<file path="src/logic/lrp_pkg.sv">
// shared constants and types of the local request port
package lrp_pkg;
	// -------------------------------------------------------------
	// widths and address layout
	// -------------------------------------------------------------
	localparam int ADDR_W = 24;
	localparam int DATA_W = 64;
	localparam int BE_W = DATA_W / 8;
	localparam int BANK_W = 3;
	localparam int ROW_W = 13;
	localparam int COL_W = 8;
	localparam int RK_W = ADDR_W - COL_W;
	localparam int MA_W = 13;
	localparam int Q_DEPTH = 4;
	localparam int QP_W = 2;
	localparam int QC_W = 3;
	localparam int WAIT_W = 8;
	localparam int REFI_W = 9;
	localparam logic [QC_W-1:0] QC_FULL = 3'h4;
	localparam logic [QC_W-1:0] QC_ZERO = 3'h0;
	localparam logic [QP_W-1:0] QP_ONE = 2'h1;
	localparam logic [1:0] SIZE_TWO = 2'h2;
	localparam logic [3:0] MEM_BL4 = 4'h4;
	localparam logic [3:0] MEM_BL8 = 4'h8;
	localparam logic [1:0] COL_PAD = 2'h0;
	localparam logic [MA_W-1:0] MA_PRE_ALL = 13'h0400;
	localparam logic [1:0] DV_NONE = 2'h0;
	localparam logic [1:0] DV_BOTH = 2'h3;
	localparam logic [1:0] DQS_PRE = 2'h2;
	localparam logic [BE_W-1:0] MASK_ALL = 8'hff;
	localparam logic CKE_RST = 1'h1;
	// -------------------------------------------------------------
	// memory timing, times in ps, counts in half-rate cycles
	// -------------------------------------------------------------
	localparam int CLK_PS = 25000;
	localparam int T_RCD_PS = 13750;
	localparam int T_RP_PS = 13750;
	localparam int T_RFC_PS = 110000;
	localparam int T_WR_PS = 15000;
	localparam int T_XP_PS = 7500;
	localparam int T_XS_PS = 120000;
	localparam int T_REFI_PS = 7800000;
	localparam int RCD_CYC = (T_RCD_PS + CLK_PS - 1) / CLK_PS;
	localparam int RP_CYC = (T_RP_PS + CLK_PS - 1) / CLK_PS;
	localparam int RFC_CYC = (T_RFC_PS + CLK_PS - 1) / CLK_PS;
	localparam int WR_CYC = (T_WR_PS + CLK_PS - 1) / CLK_PS;
	localparam int XP_CYC = (T_XP_PS + CLK_PS - 1) / CLK_PS;
	localparam int XS_CYC = (T_XS_PS + CLK_PS - 1) / CLK_PS;
	localparam int REFI_CYC = T_REFI_PS / CLK_PS;
	localparam int WL_CYC = 2;
	localparam int RL_CYC = 3;
	localparam int W_TOP = WL_CYC + 1;
	localparam int R_TOP = RL_CYC + 1;
	localparam logic [WAIT_W-1:0] WAIT_ONE = 8'h01;
	// -------------------------------------------------------------
	// enumerations and carriers
	// -------------------------------------------------------------
	typedef enum logic [3:0] {
		CMD_NOP = 4'h0, CMD_ACT = 4'h1, CMD_WR = 4'h2, CMD_RD = 4'h3,
		CMD_PRE = 4'h4, CMD_REF = 4'h5, CMD_PDE = 4'h6, CMD_PDX = 4'h7,
		CMD_SRE = 4'h8, CMD_SRX = 4'h9
	} lrp_cmd_t;
	typedef enum logic [3:0] {
		S_IDLE = 4'h0, S_ACT = 4'h1, S_CMD = 4'h3, S_PRE = 4'h2,
		S_WAIT = 4'h6, S_REF = 4'h7, S_PDE = 4'h5, S_PD = 4'h4,
		S_PDX = 4'hc, S_SRE = 4'hd, S_SR = 4'hf, S_SRX = 4'he
	} lrp_state_t;
	typedef struct packed {
		logic write_req;
		logic read_req;
		logic burstbegin;
		logic [1:0] size;
		logic [ADDR_W-1:0] addr;
		logic [DATA_W-1:0] wdata;
		logic [BE_W-1:0] user_byte_enables;
	} lrp_user_req_t;
	typedef struct packed {
		logic is_wr;
		logic size2;
		logic [ADDR_W-1:0] addr;
		logic [DATA_W-1:0] data0;
		logic [BE_W-1:0] be0;
		logic [DATA_W-1:0] data1;
		logic [BE_W-1:0] be1;
	} lrp_entry_t;
	typedef struct packed {
		lrp_cmd_t cmd;
		logic [BANK_W-1:0] bank;
		logic [MA_W-1:0] addr;
		logic [3:0] bl;
		logic cke;
	} lrp_phy_cmd_t;
	typedef struct packed {
		logic vld;
		logic [DATA_W-1:0] data;
		logic [BE_W-1:0] be;
	} lrp_wslot_t;
endpackage : lrp_pkg

</file>
<file path="src/logic/lrp_req_queue.sv">
// four-entry request queue with late fill of the second write beat
`timescale 1ns/10ps
module lrp_req_queue
	import lrp_pkg::*;
(
	input logic clk,
	input logic rst,
	input logic push,
	input lrp_entry_t push_entry,
	input logic beat2_we,
	input logic [DATA_W-1:0] beat2_data,
	input logic [BE_W-1:0] beat2_be,
	input logic pop,
	output lrp_entry_t head,
	output logic [QC_W-1:0] count
);
	lrp_entry_t mem_r [Q_DEPTH];
	lrp_entry_t mem_nxt [Q_DEPTH];
	logic [QP_W-1:0] wp_r, wp_nxt, rp_r, rp_nxt;
	logic [QC_W-1:0] cnt_r, cnt_nxt;

	assign head = mem_r[rp_r];
	assign count = cnt_r;

	always_comb begin
		mem_nxt = mem_r;
		if (push) begin
			mem_nxt[wp_r] = push_entry;
		end
		// second beat lands in the entry pushed one cycle earlier
		if (beat2_we) begin
			mem_nxt[wp_r - QP_ONE].data1 = beat2_data;
			mem_nxt[wp_r - QP_ONE].be1 = beat2_be;
		end
		wp_nxt = wp_r + QP_W'(push);
		rp_nxt = rp_r + QP_W'(pop);
		cnt_nxt = cnt_r + QC_W'(push) - QC_W'(pop);
	end

	always_ff @(posedge clk or posedge rst) begin
		if (rst) begin
			mem_r <= '{default: '0};
			wp_r <= '0;
			rp_r <= '0;
			cnt_r <= '0;
		end else begin
			mem_r <= mem_nxt;
			wp_r <= wp_nxt;
			rp_r <= rp_nxt;
			cnt_r <= cnt_nxt;
		end
	end
endmodule : lrp_req_queue

</file>
<file path="src/logic/lrp_local_port.sv">
// local request port of a half-rate ddr3 memory controller
`timescale 1ns/10ps
// Overview of operation
// - one or two local words per request become memory bursts of 4 or 8
// - a request is taken in a cycle with ready high; next may follow
// - word split low half first; byte enables become inverted mask bits
// - up to four requests queued; ready high while room remains, low in a second write beat cycle
// - activation then reads or writes issued in order to the phy
// - strobe and data-valid controls are two bits, one per full-rate clock
// - strobe enabled one full-rate clock before write data
// - write data and mask move with the data-valid control
// - reads are requested like writes and held until taken
// - read-in-progress control marks when and how long to capture
// - read data returned in order, flagged by read-data-valid
// - refresh request beats queued accesses, after the active one ends
// - refresh acknowledge pulses on every refresh command issued
// - request held after acknowledge asks another; drop resumes accesses
// - power-down and self-refresh handshakes; ack means memory is there
// - no refresh and no refresh acknowledge during self-refresh
// - memory timing kept on entry, stay and exit of low power
// - long power-down wakes memory for a refresh with ack pulse
// - stay low power until request drops; ack falls after exit timing
module lrp_local_port
	import lrp_pkg::*;
(
	input logic clk,
	input logic rst,
	input lrp_user_req_t user_req,
	input logic user_refresh_ctl_en,
	input logic user_refresh_req,
	input logic user_powerdown_req,
	input logic user_selfrefresh_req,
	input logic [DATA_W-1:0] phy_rdata,
	input logic phy_rdata_valid,
	output logic user_ready_r,
	output logic [DATA_W-1:0] user_rdata_r,
	output logic user_rdata_valid_r,
	output logic user_refresh_ack_r,
	output logic user_powerdown_ack_r,
	output logic user_selfrefresh_ack_r,
	output lrp_phy_cmd_t phy_cmd_r,
	output logic [DATA_W-1:0] phy_wdata_r,
	output logic [BE_W-1:0] phy_write_mask_r,
	output logic [1:0] phy_wdata_valid_r,
	output logic [1:0] phy_dqs_burst_r,
	output logic [1:0] phy_doing_read_r
);
	// -------------------------------------------------------------
	// address decode helpers
	// -------------------------------------------------------------
	function automatic logic [RK_W-1:0] row_key(
		input logic [ADDR_W-1:0] a);
		return a[ADDR_W-1:COL_W];
	endfunction : row_key

	function automatic logic [BANK_W-1:0] bank_of(
		input logic [ADDR_W-1:0] a);
		return a[ADDR_W-1 -: BANK_W];
	endfunction : bank_of

	lrp_state_t st_r, st_nxt, ret_r, ret_nxt;
	logic [WAIT_W-1:0] wait_r, wait_nxt, rec_r, rec_nxt;
	lrp_phy_cmd_t cmd_nxt;
	logic open_r, open_nxt, last_wr_r, last_wr_nxt;
	logic [RK_W-1:0] open_row_r, open_row_nxt;
	logic beat2_r, beat2_nxt, ready_nxt, acc, pop, ins_wr, ins_rd;
	logic ref_ack_nxt, pd_ack_nxt, sr_ack_nxt;
	logic [REFI_W-1:0] refi_r, refi_nxt;
	logic refi_due_r, refi_due_nxt, refresh_due, hit, busy;
	logic [QC_W-1:0] q_count, cnt_nxt;
	lrp_entry_t head, push_entry;
	lrp_wslot_t wp_r [1:W_TOP];
	lrp_wslot_t wp_nxt [1:W_TOP];
	lrp_wslot_t wp_shift [1:W_TOP];
	logic [R_TOP:1] rp_r, rp_nxt;
	logic [DATA_W-1:0] wdata_nxt;
	logic [BE_W-1:0] mask_nxt;
	logic [1:0] wvld_nxt, dqs_nxt, drd_nxt;

	// -------------------------------------------------------------
	// request intake and queue
	// -------------------------------------------------------------
	lrp_req_queue u_queue (
		.clk(clk),
		.rst(rst),
		.push(acc),
		.push_entry(push_entry),
		.beat2_we(beat2_r),
		.beat2_data(user_req.wdata),
		.beat2_be(user_req.user_byte_enables),
		.pop(pop),
		.head(head),
		.count(q_count)
	);

	always_comb begin
		acc = user_ready_r & (user_req.write_req | user_req.read_req);
		push_entry.is_wr = user_req.write_req;
		push_entry.size2 = (user_req.size == SIZE_TWO);
		push_entry.addr = user_req.addr;
		push_entry.data0 = user_req.wdata;
		push_entry.be0 = user_req.user_byte_enables;
		push_entry.data1 = '0;
		push_entry.be1 = '0;
		// the cycle after a two-word write carries its second beat
		beat2_nxt = acc & user_req.write_req & push_entry.size2;
		cnt_nxt = q_count + QC_W'(acc) - QC_W'(pop);
		ready_nxt = (cnt_nxt < QC_FULL) & ~beat2_nxt;
	end

	// -------------------------------------------------------------
	// refresh interval timer
	// -------------------------------------------------------------
	assign refresh_due = user_refresh_ctl_en ? user_refresh_req : refi_due_r;
	assign hit = open_r & (row_key(head.addr) == open_row_r);
	assign busy = (rec_r != '0) | (phy_wdata_valid_r != DV_NONE) |
		(phy_doing_read_r != DV_NONE) | (|rp_r) | wp_r[1].vld |
		wp_r[2].vld | wp_r[W_TOP].vld;

	always_comb begin
		refi_nxt = refi_r + REFI_W'(1);
		refi_due_nxt = refi_due_r;
		// self-refresh keeps the array alive, so the timer sleeps
		// entry clears it too, so no due flag is carried into self-refresh
		if (user_selfrefresh_ack_r || cmd_nxt.cmd == CMD_REF ||
			cmd_nxt.cmd == CMD_SRE) begin
			refi_nxt = '0;
			refi_due_nxt = 1'b0;
		end else if (refi_r == REFI_W'(REFI_CYC)) begin
			refi_nxt = refi_r;
			refi_due_nxt = 1'b1;
		end
		rec_nxt = rec_r;
		if (phy_wdata_valid_r != DV_NONE) begin
			rec_nxt = WAIT_W'(WR_CYC);
		end else if (rec_r != '0) begin
			rec_nxt = rec_r - WAIT_ONE;
		end
	end

	// -------------------------------------------------------------
	// command sequencer
	// -------------------------------------------------------------
	always_comb begin
		st_nxt = st_r;
		ret_nxt = ret_r;
		wait_nxt = wait_r;
		cmd_nxt.cmd = CMD_NOP;
		cmd_nxt.bank = '0;
		cmd_nxt.addr = '0;
		cmd_nxt.bl = '0;
		cmd_nxt.cke = phy_cmd_r.cke;
		open_nxt = open_r;
		open_row_nxt = open_row_r;
		last_wr_nxt = last_wr_r;
		pop = 1'b0;
		ins_wr = 1'b0;
		ins_rd = 1'b0;
		ref_ack_nxt = 1'b0;
		pd_ack_nxt = user_powerdown_ack_r;
		sr_ack_nxt = user_selfrefresh_ack_r;
		case (st_r)
		S_IDLE: begin
			if (refresh_due) begin
				st_nxt = open_r ? S_PRE : S_REF;
				ret_nxt = S_REF;
			end else if (user_powerdown_req) begin
				st_nxt = open_r ? S_PRE : S_PDE;
				ret_nxt = S_PDE;
			end else if (user_selfrefresh_req) begin
				st_nxt = open_r ? S_PRE : S_SRE;
				ret_nxt = S_SRE;
			end else if (q_count != QC_ZERO) begin
				if (!open_r) begin
					st_nxt = S_ACT;
				end else if (!hit) begin
					st_nxt = S_PRE;
					ret_nxt = S_IDLE;
				end else if (head.is_wr == last_wr_r || !busy) begin
					// direction turns wait for the data bus to drain
					st_nxt = S_CMD;
				end
			end
		end
		S_ACT: begin
			cmd_nxt.cmd = CMD_ACT;
			cmd_nxt.bank = bank_of(head.addr);
			cmd_nxt.addr = head.addr[COL_W +: ROW_W];
			open_nxt = 1'b1;
			open_row_nxt = row_key(head.addr);
			wait_nxt = WAIT_W'(RCD_CYC);
			ret_nxt = S_CMD;
			st_nxt = S_WAIT;
		end
		S_CMD: begin
			cmd_nxt.cmd = head.is_wr ? CMD_WR : CMD_RD;
			cmd_nxt.bank = bank_of(head.addr);
			cmd_nxt.addr = MA_W'({head.addr[COL_W-1:0], COL_PAD});
			cmd_nxt.bl = head.size2 ? MEM_BL8 : MEM_BL4;
			pop = 1'b1;
			ins_wr = head.is_wr;
			ins_rd = ~head.is_wr;
			last_wr_nxt = head.is_wr;
			st_nxt = S_IDLE;
		end
		S_PRE: begin
			// write recovery and read drain before closing the row
			if (!busy) begin
				cmd_nxt.cmd = CMD_PRE;
				cmd_nxt.addr = MA_PRE_ALL;
				open_nxt = 1'b0;
				wait_nxt = WAIT_W'(RP_CYC);
				st_nxt = S_WAIT;
			end
		end
		S_REF: begin
			cmd_nxt.cmd = CMD_REF;
			ref_ack_nxt = 1'b1;
			wait_nxt = WAIT_W'(RFC_CYC);
			ret_nxt = (user_powerdown_ack_r && user_powerdown_req) ?
				S_PDE : S_IDLE;
			st_nxt = S_WAIT;
		end
		S_PDE: begin
			cmd_nxt.cmd = CMD_PDE;
			cmd_nxt.cke = 1'b0;
			pd_ack_nxt = 1'b1;
			st_nxt = S_PD;
		end
		S_PD: begin
			if (!user_powerdown_req) begin
				st_nxt = S_PDX;
				ret_nxt = S_IDLE;
			end else if (refresh_due) begin
				st_nxt = S_PDX;
				ret_nxt = S_REF;
			end
		end
		S_PDX: begin
			cmd_nxt.cmd = CMD_PDX;
			cmd_nxt.cke = 1'b1;
			wait_nxt = WAIT_W'(XP_CYC);
			st_nxt = S_WAIT;
		end
		S_SRE: begin
			cmd_nxt.cmd = CMD_SRE;
			cmd_nxt.cke = 1'b0;
			sr_ack_nxt = 1'b1;
			st_nxt = S_SR;
		end
		S_SR: begin
			// no refresh is raised here at all
			if (!user_selfrefresh_req) begin
				st_nxt = S_SRX;
			end
		end
		S_SRX: begin
			cmd_nxt.cmd = CMD_SRX;
			cmd_nxt.cke = 1'b1;
			wait_nxt = WAIT_W'(XS_CYC);
			ret_nxt = S_IDLE;
			st_nxt = S_WAIT;
		end
		S_WAIT: begin
			wait_nxt = wait_r - WAIT_ONE;
			if (wait_r == WAIT_ONE) begin
				st_nxt = ret_r;
				// acks fall only once the exit time has passed
				if (ret_r == S_IDLE) begin
					pd_ack_nxt = 1'b0;
					sr_ack_nxt = 1'b0;
				end
			end
		end
		default: begin
			st_nxt = S_IDLE;
		end
		endcase
	end

	// -------------------------------------------------------------
	// write and read timing pipes
	// -------------------------------------------------------------
	for (genvar g = 1; g <= W_TOP; g++) begin : g_wshift
		if (g == W_TOP) begin : g_top
			assign wp_shift[g] = '0;
		end else begin : g_mid
			assign wp_shift[g] = wp_r[g + 1];
		end
	end

	always_comb begin
		wp_nxt = wp_shift;
		rp_nxt = {1'b0, rp_r[R_TOP:2]};
		if (ins_wr) begin
			wp_nxt[WL_CYC] = {1'b1, head.data0, head.be0};
			if (head.size2) begin
				wp_nxt[W_TOP] = {1'b1, head.data1, head.be1};
			end
		end
		if (ins_rd) begin
			rp_nxt[RL_CYC] = 1'b1;
			rp_nxt[R_TOP] = head.size2;
		end
		// low half goes out in the first full-rate clock of the cycle
		wvld_nxt = wp_r[1].vld ? DV_BOTH : DV_NONE;
		wdata_nxt = wp_r[1].vld ? wp_r[1].data : '0;
		mask_nxt = wp_r[1].vld ? ~wp_r[1].be : MASK_ALL;
		// strobe opens one full-rate clock early for the preamble
		dqs_nxt = wp_r[1].vld ? DV_BOTH :
			(wp_r[2].vld ? DQS_PRE : DV_NONE);
		drd_nxt = rp_r[1] ? DV_BOTH : DV_NONE;
	end

	// -------------------------------------------------------------
	// registers
	// -------------------------------------------------------------
	always_ff @(posedge clk or posedge rst) begin
		if (rst) begin
			st_r <= S_IDLE;
			ret_r <= S_IDLE;
			wait_r <= '0;
			rec_r <= '0;
			open_r <= 1'b0;
			open_row_r <= '0;
			last_wr_r <= 1'b0;
			beat2_r <= 1'b0;
			refi_r <= '0;
			refi_due_r <= 1'b0;
			wp_r <= '{default: '0};
			rp_r <= '0;
			user_ready_r <= 1'b0;
			user_rdata_r <= '0;
			user_rdata_valid_r <= 1'b0;
			user_refresh_ack_r <= 1'b0;
			user_powerdown_ack_r <= 1'b0;
			user_selfrefresh_ack_r <= 1'b0;
			phy_cmd_r <= '{CMD_NOP, '0, '0, '0, CKE_RST};
			phy_wdata_r <= '0;
			phy_write_mask_r <= MASK_ALL;
			phy_wdata_valid_r <= DV_NONE;
			phy_dqs_burst_r <= DV_NONE;
			phy_doing_read_r <= DV_NONE;
		end else begin
			st_r <= st_nxt;
			ret_r <= ret_nxt;
			wait_r <= wait_nxt;
			rec_r <= rec_nxt;
			open_r <= open_nxt;
			open_row_r <= open_row_nxt;
			last_wr_r <= last_wr_nxt;
			beat2_r <= beat2_nxt;
			refi_r <= refi_nxt;
			refi_due_r <= refi_due_nxt;
			wp_r <= wp_nxt;
			rp_r <= rp_nxt;
			user_ready_r <= ready_nxt;
			user_rdata_r <= phy_rdata;
			user_rdata_valid_r <= phy_rdata_valid;
			user_refresh_ack_r <= ref_ack_nxt;
			user_powerdown_ack_r <= pd_ack_nxt;
			user_selfrefresh_ack_r <= sr_ack_nxt;
			phy_cmd_r <= cmd_nxt;
			phy_wdata_r <= wdata_nxt;
			phy_write_mask_r <= mask_nxt;
			phy_wdata_valid_r <= wvld_nxt;
			phy_dqs_burst_r <= dqs_nxt;
			phy_doing_read_r <= drd_nxt;
		end
	end

	localparam int WR_LAT = WL_CYC;
	localparam int RD_LAT = RL_CYC;
endmodule : lrp_local_port

</file>
<file path="config.mk">
export PLATFORM = sky130hd
export DESIGN_NAME = lrp_local_port
export DESIGN_NICKNAME = d
export VERILOG_FILES = /design/src/logic/lrp_pkg.sv /design/src/logic/lrp_req_queue.sv /design/src/logic/lrp_local_port.sv
export SDC_FILE = /design/constraint.sdc
export NUM_CORES = 2
export LEC_CHECK = 0
export BUFFER_PORTS_ARGS = -buffer_cell sky130_fd_sc_hd__buf_2
export CORE_AREA = 2 2 279 556
export CTS_CLUSTER_SIZE = 10
export DETAILED_ROUTE_END_ITERATION = 7
export DIE_AREA = 0 0 281 558
export SLEW_MARGIN = 25
export SYNTH_ARGS = -nofsm -noshare
export SYNTH_HDL_FRONTEND = slang
export SYNTH_SLANG_ARGS = --single-unit
</file>
<file path="constraint.sdc">
create_clock -name clk -period 48.1 [get_ports clk]
set_input_delay 9.62 -clock clk [delete_from_list [all_inputs] [get_ports clk]]
set_output_delay 9.62 -clock clk [all_outputs]
set_load 0.01 [all_outputs]
</file>
; ---- After elaboration in Yosys (flattened, before gate mapping)
; Cells that the tools add are included.
[word_totals]
ff_bits = 1135
word_cells = 238
in_bits = 172
out_inout_bits = 172
[op_classes]
n_lt_le_gt_ge = 6
reduce_logical = 34
muxes = 77
n_addsub = 8
n_eq_ne = 28
bitwise = 18
[ops]
columns = cell, count
row1 = bitwise mux 680 bit, 3
row2 = two-way mux 680 bit, 2
row3 = demux 170 bit (select 2 bit), 3
row4 = two-way mux 170 bit, 3
row5 = binary-select mux 170 bit (select 2 bit), 1
row6 = two-way mux 146 bit, 1
row7 = two-way mux 4 bit, 23
row8 = two-way mux 73 bit, 1
row9 = two-way mux 72 bit, 1
row10 = two-way mux 64 bit, 1
row11 = one-hot mux 4 bit (8 select lines), 2
row12 = two-way mux 8 bit, 5
row13 = one-hot mux 13 bit (3 select lines), 1
row14 = one-hot mux 8 bit (4 select lines), 1
row15 = equality test 4 x 3 -> 1 bit (second input constant), 5
row16 = equality test 4 bit (second input constant), 5
row17 = one-hot mux 4 bit (5 select lines), 1
row18 = two-way mux 9 bit, 2
row19 = equality test 16 bit, 1
row20 = nonzero test 2 bit, 8
row21 = subtractor 8 x 1 -> 8 bit (second input constant), 2
row22 = two-way mux 3 bit, 5
row23 = != test 5 bit (second input constant), 3
row24 = two-way mux 1 bit, 11
row25 = other kinds (39), 80

; ---- Logic depth before layout (Yosys ltp)
[logic_depth]
depth_word = 17
depth_mapped = 13
ltp_nobuf = 11

; ---- Modules after synthesis
; From an unflattened synthesis, not the netlist that was laid out.
[unflattened]
hier_cells = 3619
hier_area_um2 = 49533.8
[modules_own_cells]
columns = module, cells_per_inst, instances, area_each_um2, seq_area_each_um2
row1 = lrp_req_queue, 2581, 1, 34565.7, 17191.5
row2 = lrp_local_port, 1038, 1, 14968.1, 11096.9

; ---- Worst setup path before layout
; OpenSTA, ideal clock, no wires.
[synth_path]
path_type = input-to-reg
start = input user_refresh_ctl_en
end = register ret_r[1]
required_time_ns = 47.972
setup_slack_ns = 36.814
setup_time_ns = 0.128
cell_stages = 6
t_arrival_ns = 11.158
path_cell_list = mux2i_1 nand4_1 or4_1 o21ai_0 a21oi_2 mux2_1
[synth_between]
elab_chain_len = 3
elab_cells_between_ends = 8
[synth_lines]
columns = item, line
row1 = from (decl), lrp_local_port.sv:29  ; input logic user_refresh_ctl_en,
row2 = two-way mux 1 bit *, lrp_local_port.sv:114  ; assign refresh_due = user_refresh_ctl_en ? user_refresh_req : refi_due_r;
row3 = "!= test 5 bit (no line), or another cell as far along", -
row4 = AND reduction 5 bit (no line) / one-hot mux 4 bit (5 select lines) (equally long branches), -
row5 = to (signal assigned), lrp_local_port.sv:346  ; ret_r <= ret_nxt;
row6 = to (decl), lrp_local_port.sv:61  ; lrp_state_t st_r, st_nxt, ret_r, ret_nxt;
; Every way passes the cells marked *; elsewhere a longest branch is shown, timed or not.
; A chain may end at the register's enable or synchronous reset.

==> summary.txt <==
Detailed routing
  • DRC Markers: 0
  • Routed len/inst: 20.4 µm
  • Vias: 30.7k
  • Drt initial violations: 2124
  • DR vias/cell: 4.82
  • Antenna Nets Post-Route: 0
  • Final WL: 130000 µm
  • Pre-Repair DR Iteration Count: 5

Timing
  • Min Tclk post-route: 12.74 ns
  • Setup_tns: 0 ns
  • Final Hold Viols: 0
  • Max Clock Skew: 0.0748 ns
  • Transition time of the tightest slew-check pin: 1.11 ns
  • Final Max Tran Viols: 0
  • Hold_ws: 0.328 ns
  • Slew headroom: 25.9%
  • Final setup vio count: 0
  • Tcrit/Tclk final: 26.5%
  • Peak Freq: 78.5 MHz
  • Unrepaired setup endpoints after global routing: no

Cells and area
  • Area occupied by multi-input gates: 15800 µm²
  • Final instance area: 52700 µm²
  • Layout Nets: 4465
  • Post-Route Utilization: 34.5%
  • Synth-to-Final Area Change: 16.0%
  • Cell Count, Final, Fillers Out: 6374
  • Share of cells above drive strength 1: 18.2%
  • Commonest non-fill, non-tap cell in the layout: nand2_1
  • Most frequent cells in the layout: nand2_1 (1539), dfrtp_1 (1118), buf_2 (340), nand3_1 (225), mux4_2 (169)
  • Fill cells: 15.0k
  • Register area: 28300 µm²

Floorplanning
  • Die width: 281 µm
  • Vert. Die Dim: 558 µm
  • DIE AREA: 157000 µm²
  • Core ar.: 153000 µm²
  • Starting Density: 29.7%
  • Ports: 344
  • Row cnt: 203

Placed design
  • Placed Cells incl. Taps: 6189
  • PortBufs: 340
  • Placed cell area: 48900 µm²
  • Placer Congestion: 0.820
  • Dpl hpwl: 73100 µm

Critical path
  • Critical Path RT: 48.86 ns
  • Crit path kind: in -> async
  • Cells along the critical path: buf_2 > inv_8 > buf_4 > buf_4 > buf_6 > buf_4
  • Delay-heaviest family, CP: buffers and inverters
  • WP buf/inv: 6
  • CP Launch Type: input pin
  • CP endpoint kind: async pin
  • Critical-path maximum fanout: 103
  • CP most frequent cell: buf_4
  • CP max-delay cell: buf_4
  • Crit path DAT: 13.50 ns
  • Worst path max stage delay: 0.82 ns

Clock tree
  • CTS tree: yes
  • H-Tree Depth: 4
  • CTS buffer count: 140
  • Maximum root-to-sink buffer count: 4
  • CTS root buf: clkbuf_16
  • Clock slew at reported path FFs: 0.05 ns
  • Hold buffers post-CTS: 0
  • Sink Count: 1130
  • CTS resizes: 0
  • Later-pin clock latency in the skew report: 0.79 ns
  • Post CTS Setup Buffer Count: 0

Global routing
  • Initial antenna violation count: 37
  • Grt ovf: 0
  • Total track usage: 16.6%
  • Largest net degree at the start of global routing: 190
  • Via count of the first global-routing pass: 32.5k
  • First-pass GRT wire length: 198000 µm

Hold path
  • Hold crit path type: reg -> reg

Yosys
  • Synth Instances: 4076
  • Netlist Area Pre-Place: 45400 µm²
  • Synth warn: 0
  • Unique masters post-synth: 61
  • Seq/Total Area, Yosys: 62.3%
  • Ys flop type: dfrtp_1
  • Synth Area per Inst: 11.1 µm²
  • Yosys top cell area share: 61.8%
  • Seq cells post-synth: 1130
  • Post-synth ARST share: 100%
  • Synth top area cells: dfrtp_1 (62%), nand2_1 (13%), mux4_2 (8.4%)
  • Post-synth EDFFs: 0
  • Synth area leader: dfrtp_1

Power and ir drop
  • Worst VDD drop: 28.9 µV
  • Cell Pwr Density: 61.3 nW/µm²
  • Lkg Pwr: 26.6 nW

Job
  • Max Cap Viol: 0

Run status
  • Status: complete, no violations
-- layer usage --
metal / wire length (µm) / GRT usage [%] / vias to the layer above
met5: 348 / 0 / -
met4: 6120 / 7.97 / 54
met3: 8930 / 3.79 / 342
met2: 66600 / 29.5 / 1100
met1: 48300 / 18.4 / 15600
li1: - / - / 13700
-- kinds of logic (layout without fill, tap and decap cells) --
| group | count (synthesis) | in the layout | synth area share (%) |
|---|---|---|---|
| DFF | 1130 | 1130 | 62.3 |
| AOI/OAI and AO/OA | 178 | 178 | 2.21 |
| and+or+nand+nor | 2025 | 2025 | 18.5 |
| other | 1 | 9 | 0.00826 |
| adders and majority gates | 11 | 11 | 0.320 |
| xor gates and xnor gates | 33 | 33 | 0.637 |
| buffers and inverters | 350 | 590 | 3.19 |
| muxes | 348 | 348 | 12.8 |
-- cells in the mapped netlist (9+ instances only) --
library cell / n
xor2_1: 9
inv_1: 18
a21oi_1: 25
mux4_2: 170
and2_1: 69
xnor2_1: 24
o21ai_1: 82
ha_1: 10
buf_2: 12
buf_4: 26
nand2_1: 1546
nand2b_1: 10
mux2_1: 139
o21ai_0: 37
nor3_1: 11
dfstp_2: 9
and3_1: 82
clkbuf_1: 252
nor2_1: 48
buf_1: 36
mux2_2: 35
nand3_1: 227
dfrtp_1: 1121
-- path summary, 6_finish.rpt --
| path | endpoint | cells past startpoint | slack, ns | startpoint |
|---|---|---|---|---|
| max | async pin | 6 | 35.36 | rst |
| min | wp_r[181] | 0 | 0.33 | wp_nxt[181] |
| max reg2reg | wp_nxt[172] | 4 | 43.96 | u_queue.rp_r[0] |
| min reg2reg | wp_r[181] | 0 | 0.33 | wp_nxt[181] |
| max in group clk | u_queue.mem_r[57] | 8 | 35.45 | user_req[99] |
| min in group asynchronous | open_row_r[13] | 2 | 9.00 | rst |
-- worst register-to-register path, delay by kind of cell, from the launching register on --
family | cells | cell delay [ns]
multiplexers | 2 | 1.64
flip-flops | 1 | 0.89
buffers and inverters | 1 | 0.81
AND/OR/NAND/NOR | 1 | 0.66
-- metrics by stage --
stage	total power, mW	setup WS (ns)
2_1_floorplan	2.05	6.67
3_5_place_dp	2.33	34.05
5_1_grt	3.42	34.70
4_1_cts	3.27	34.89
6_report	3.23	35.36
3_3_place_gp	2.29	34.20
-- layout make-up --
cell class	count	share of cell area, %
clock buffers	170	7.00
multi-input cells	2597	30.0
well taps	2050	4.87
flip-flops and latches	1130	53.7
repair buffers	391	4.09
clock inverters	7	0.164
diodes	7	0.0332
inverters	22	0.171
-- power breakdown --
part           leakage [nW]  total, mW  internal [mW]  switching (mW)
Sequential             14.8       1.41           1.24           0.170
Combinational          9.91      0.899          0.391           0.508
Clock                  1.84      0.922          0.533           0.388
Total                  26.6       3.23           2.16            1.07
(Power assumes the default switching activity.)
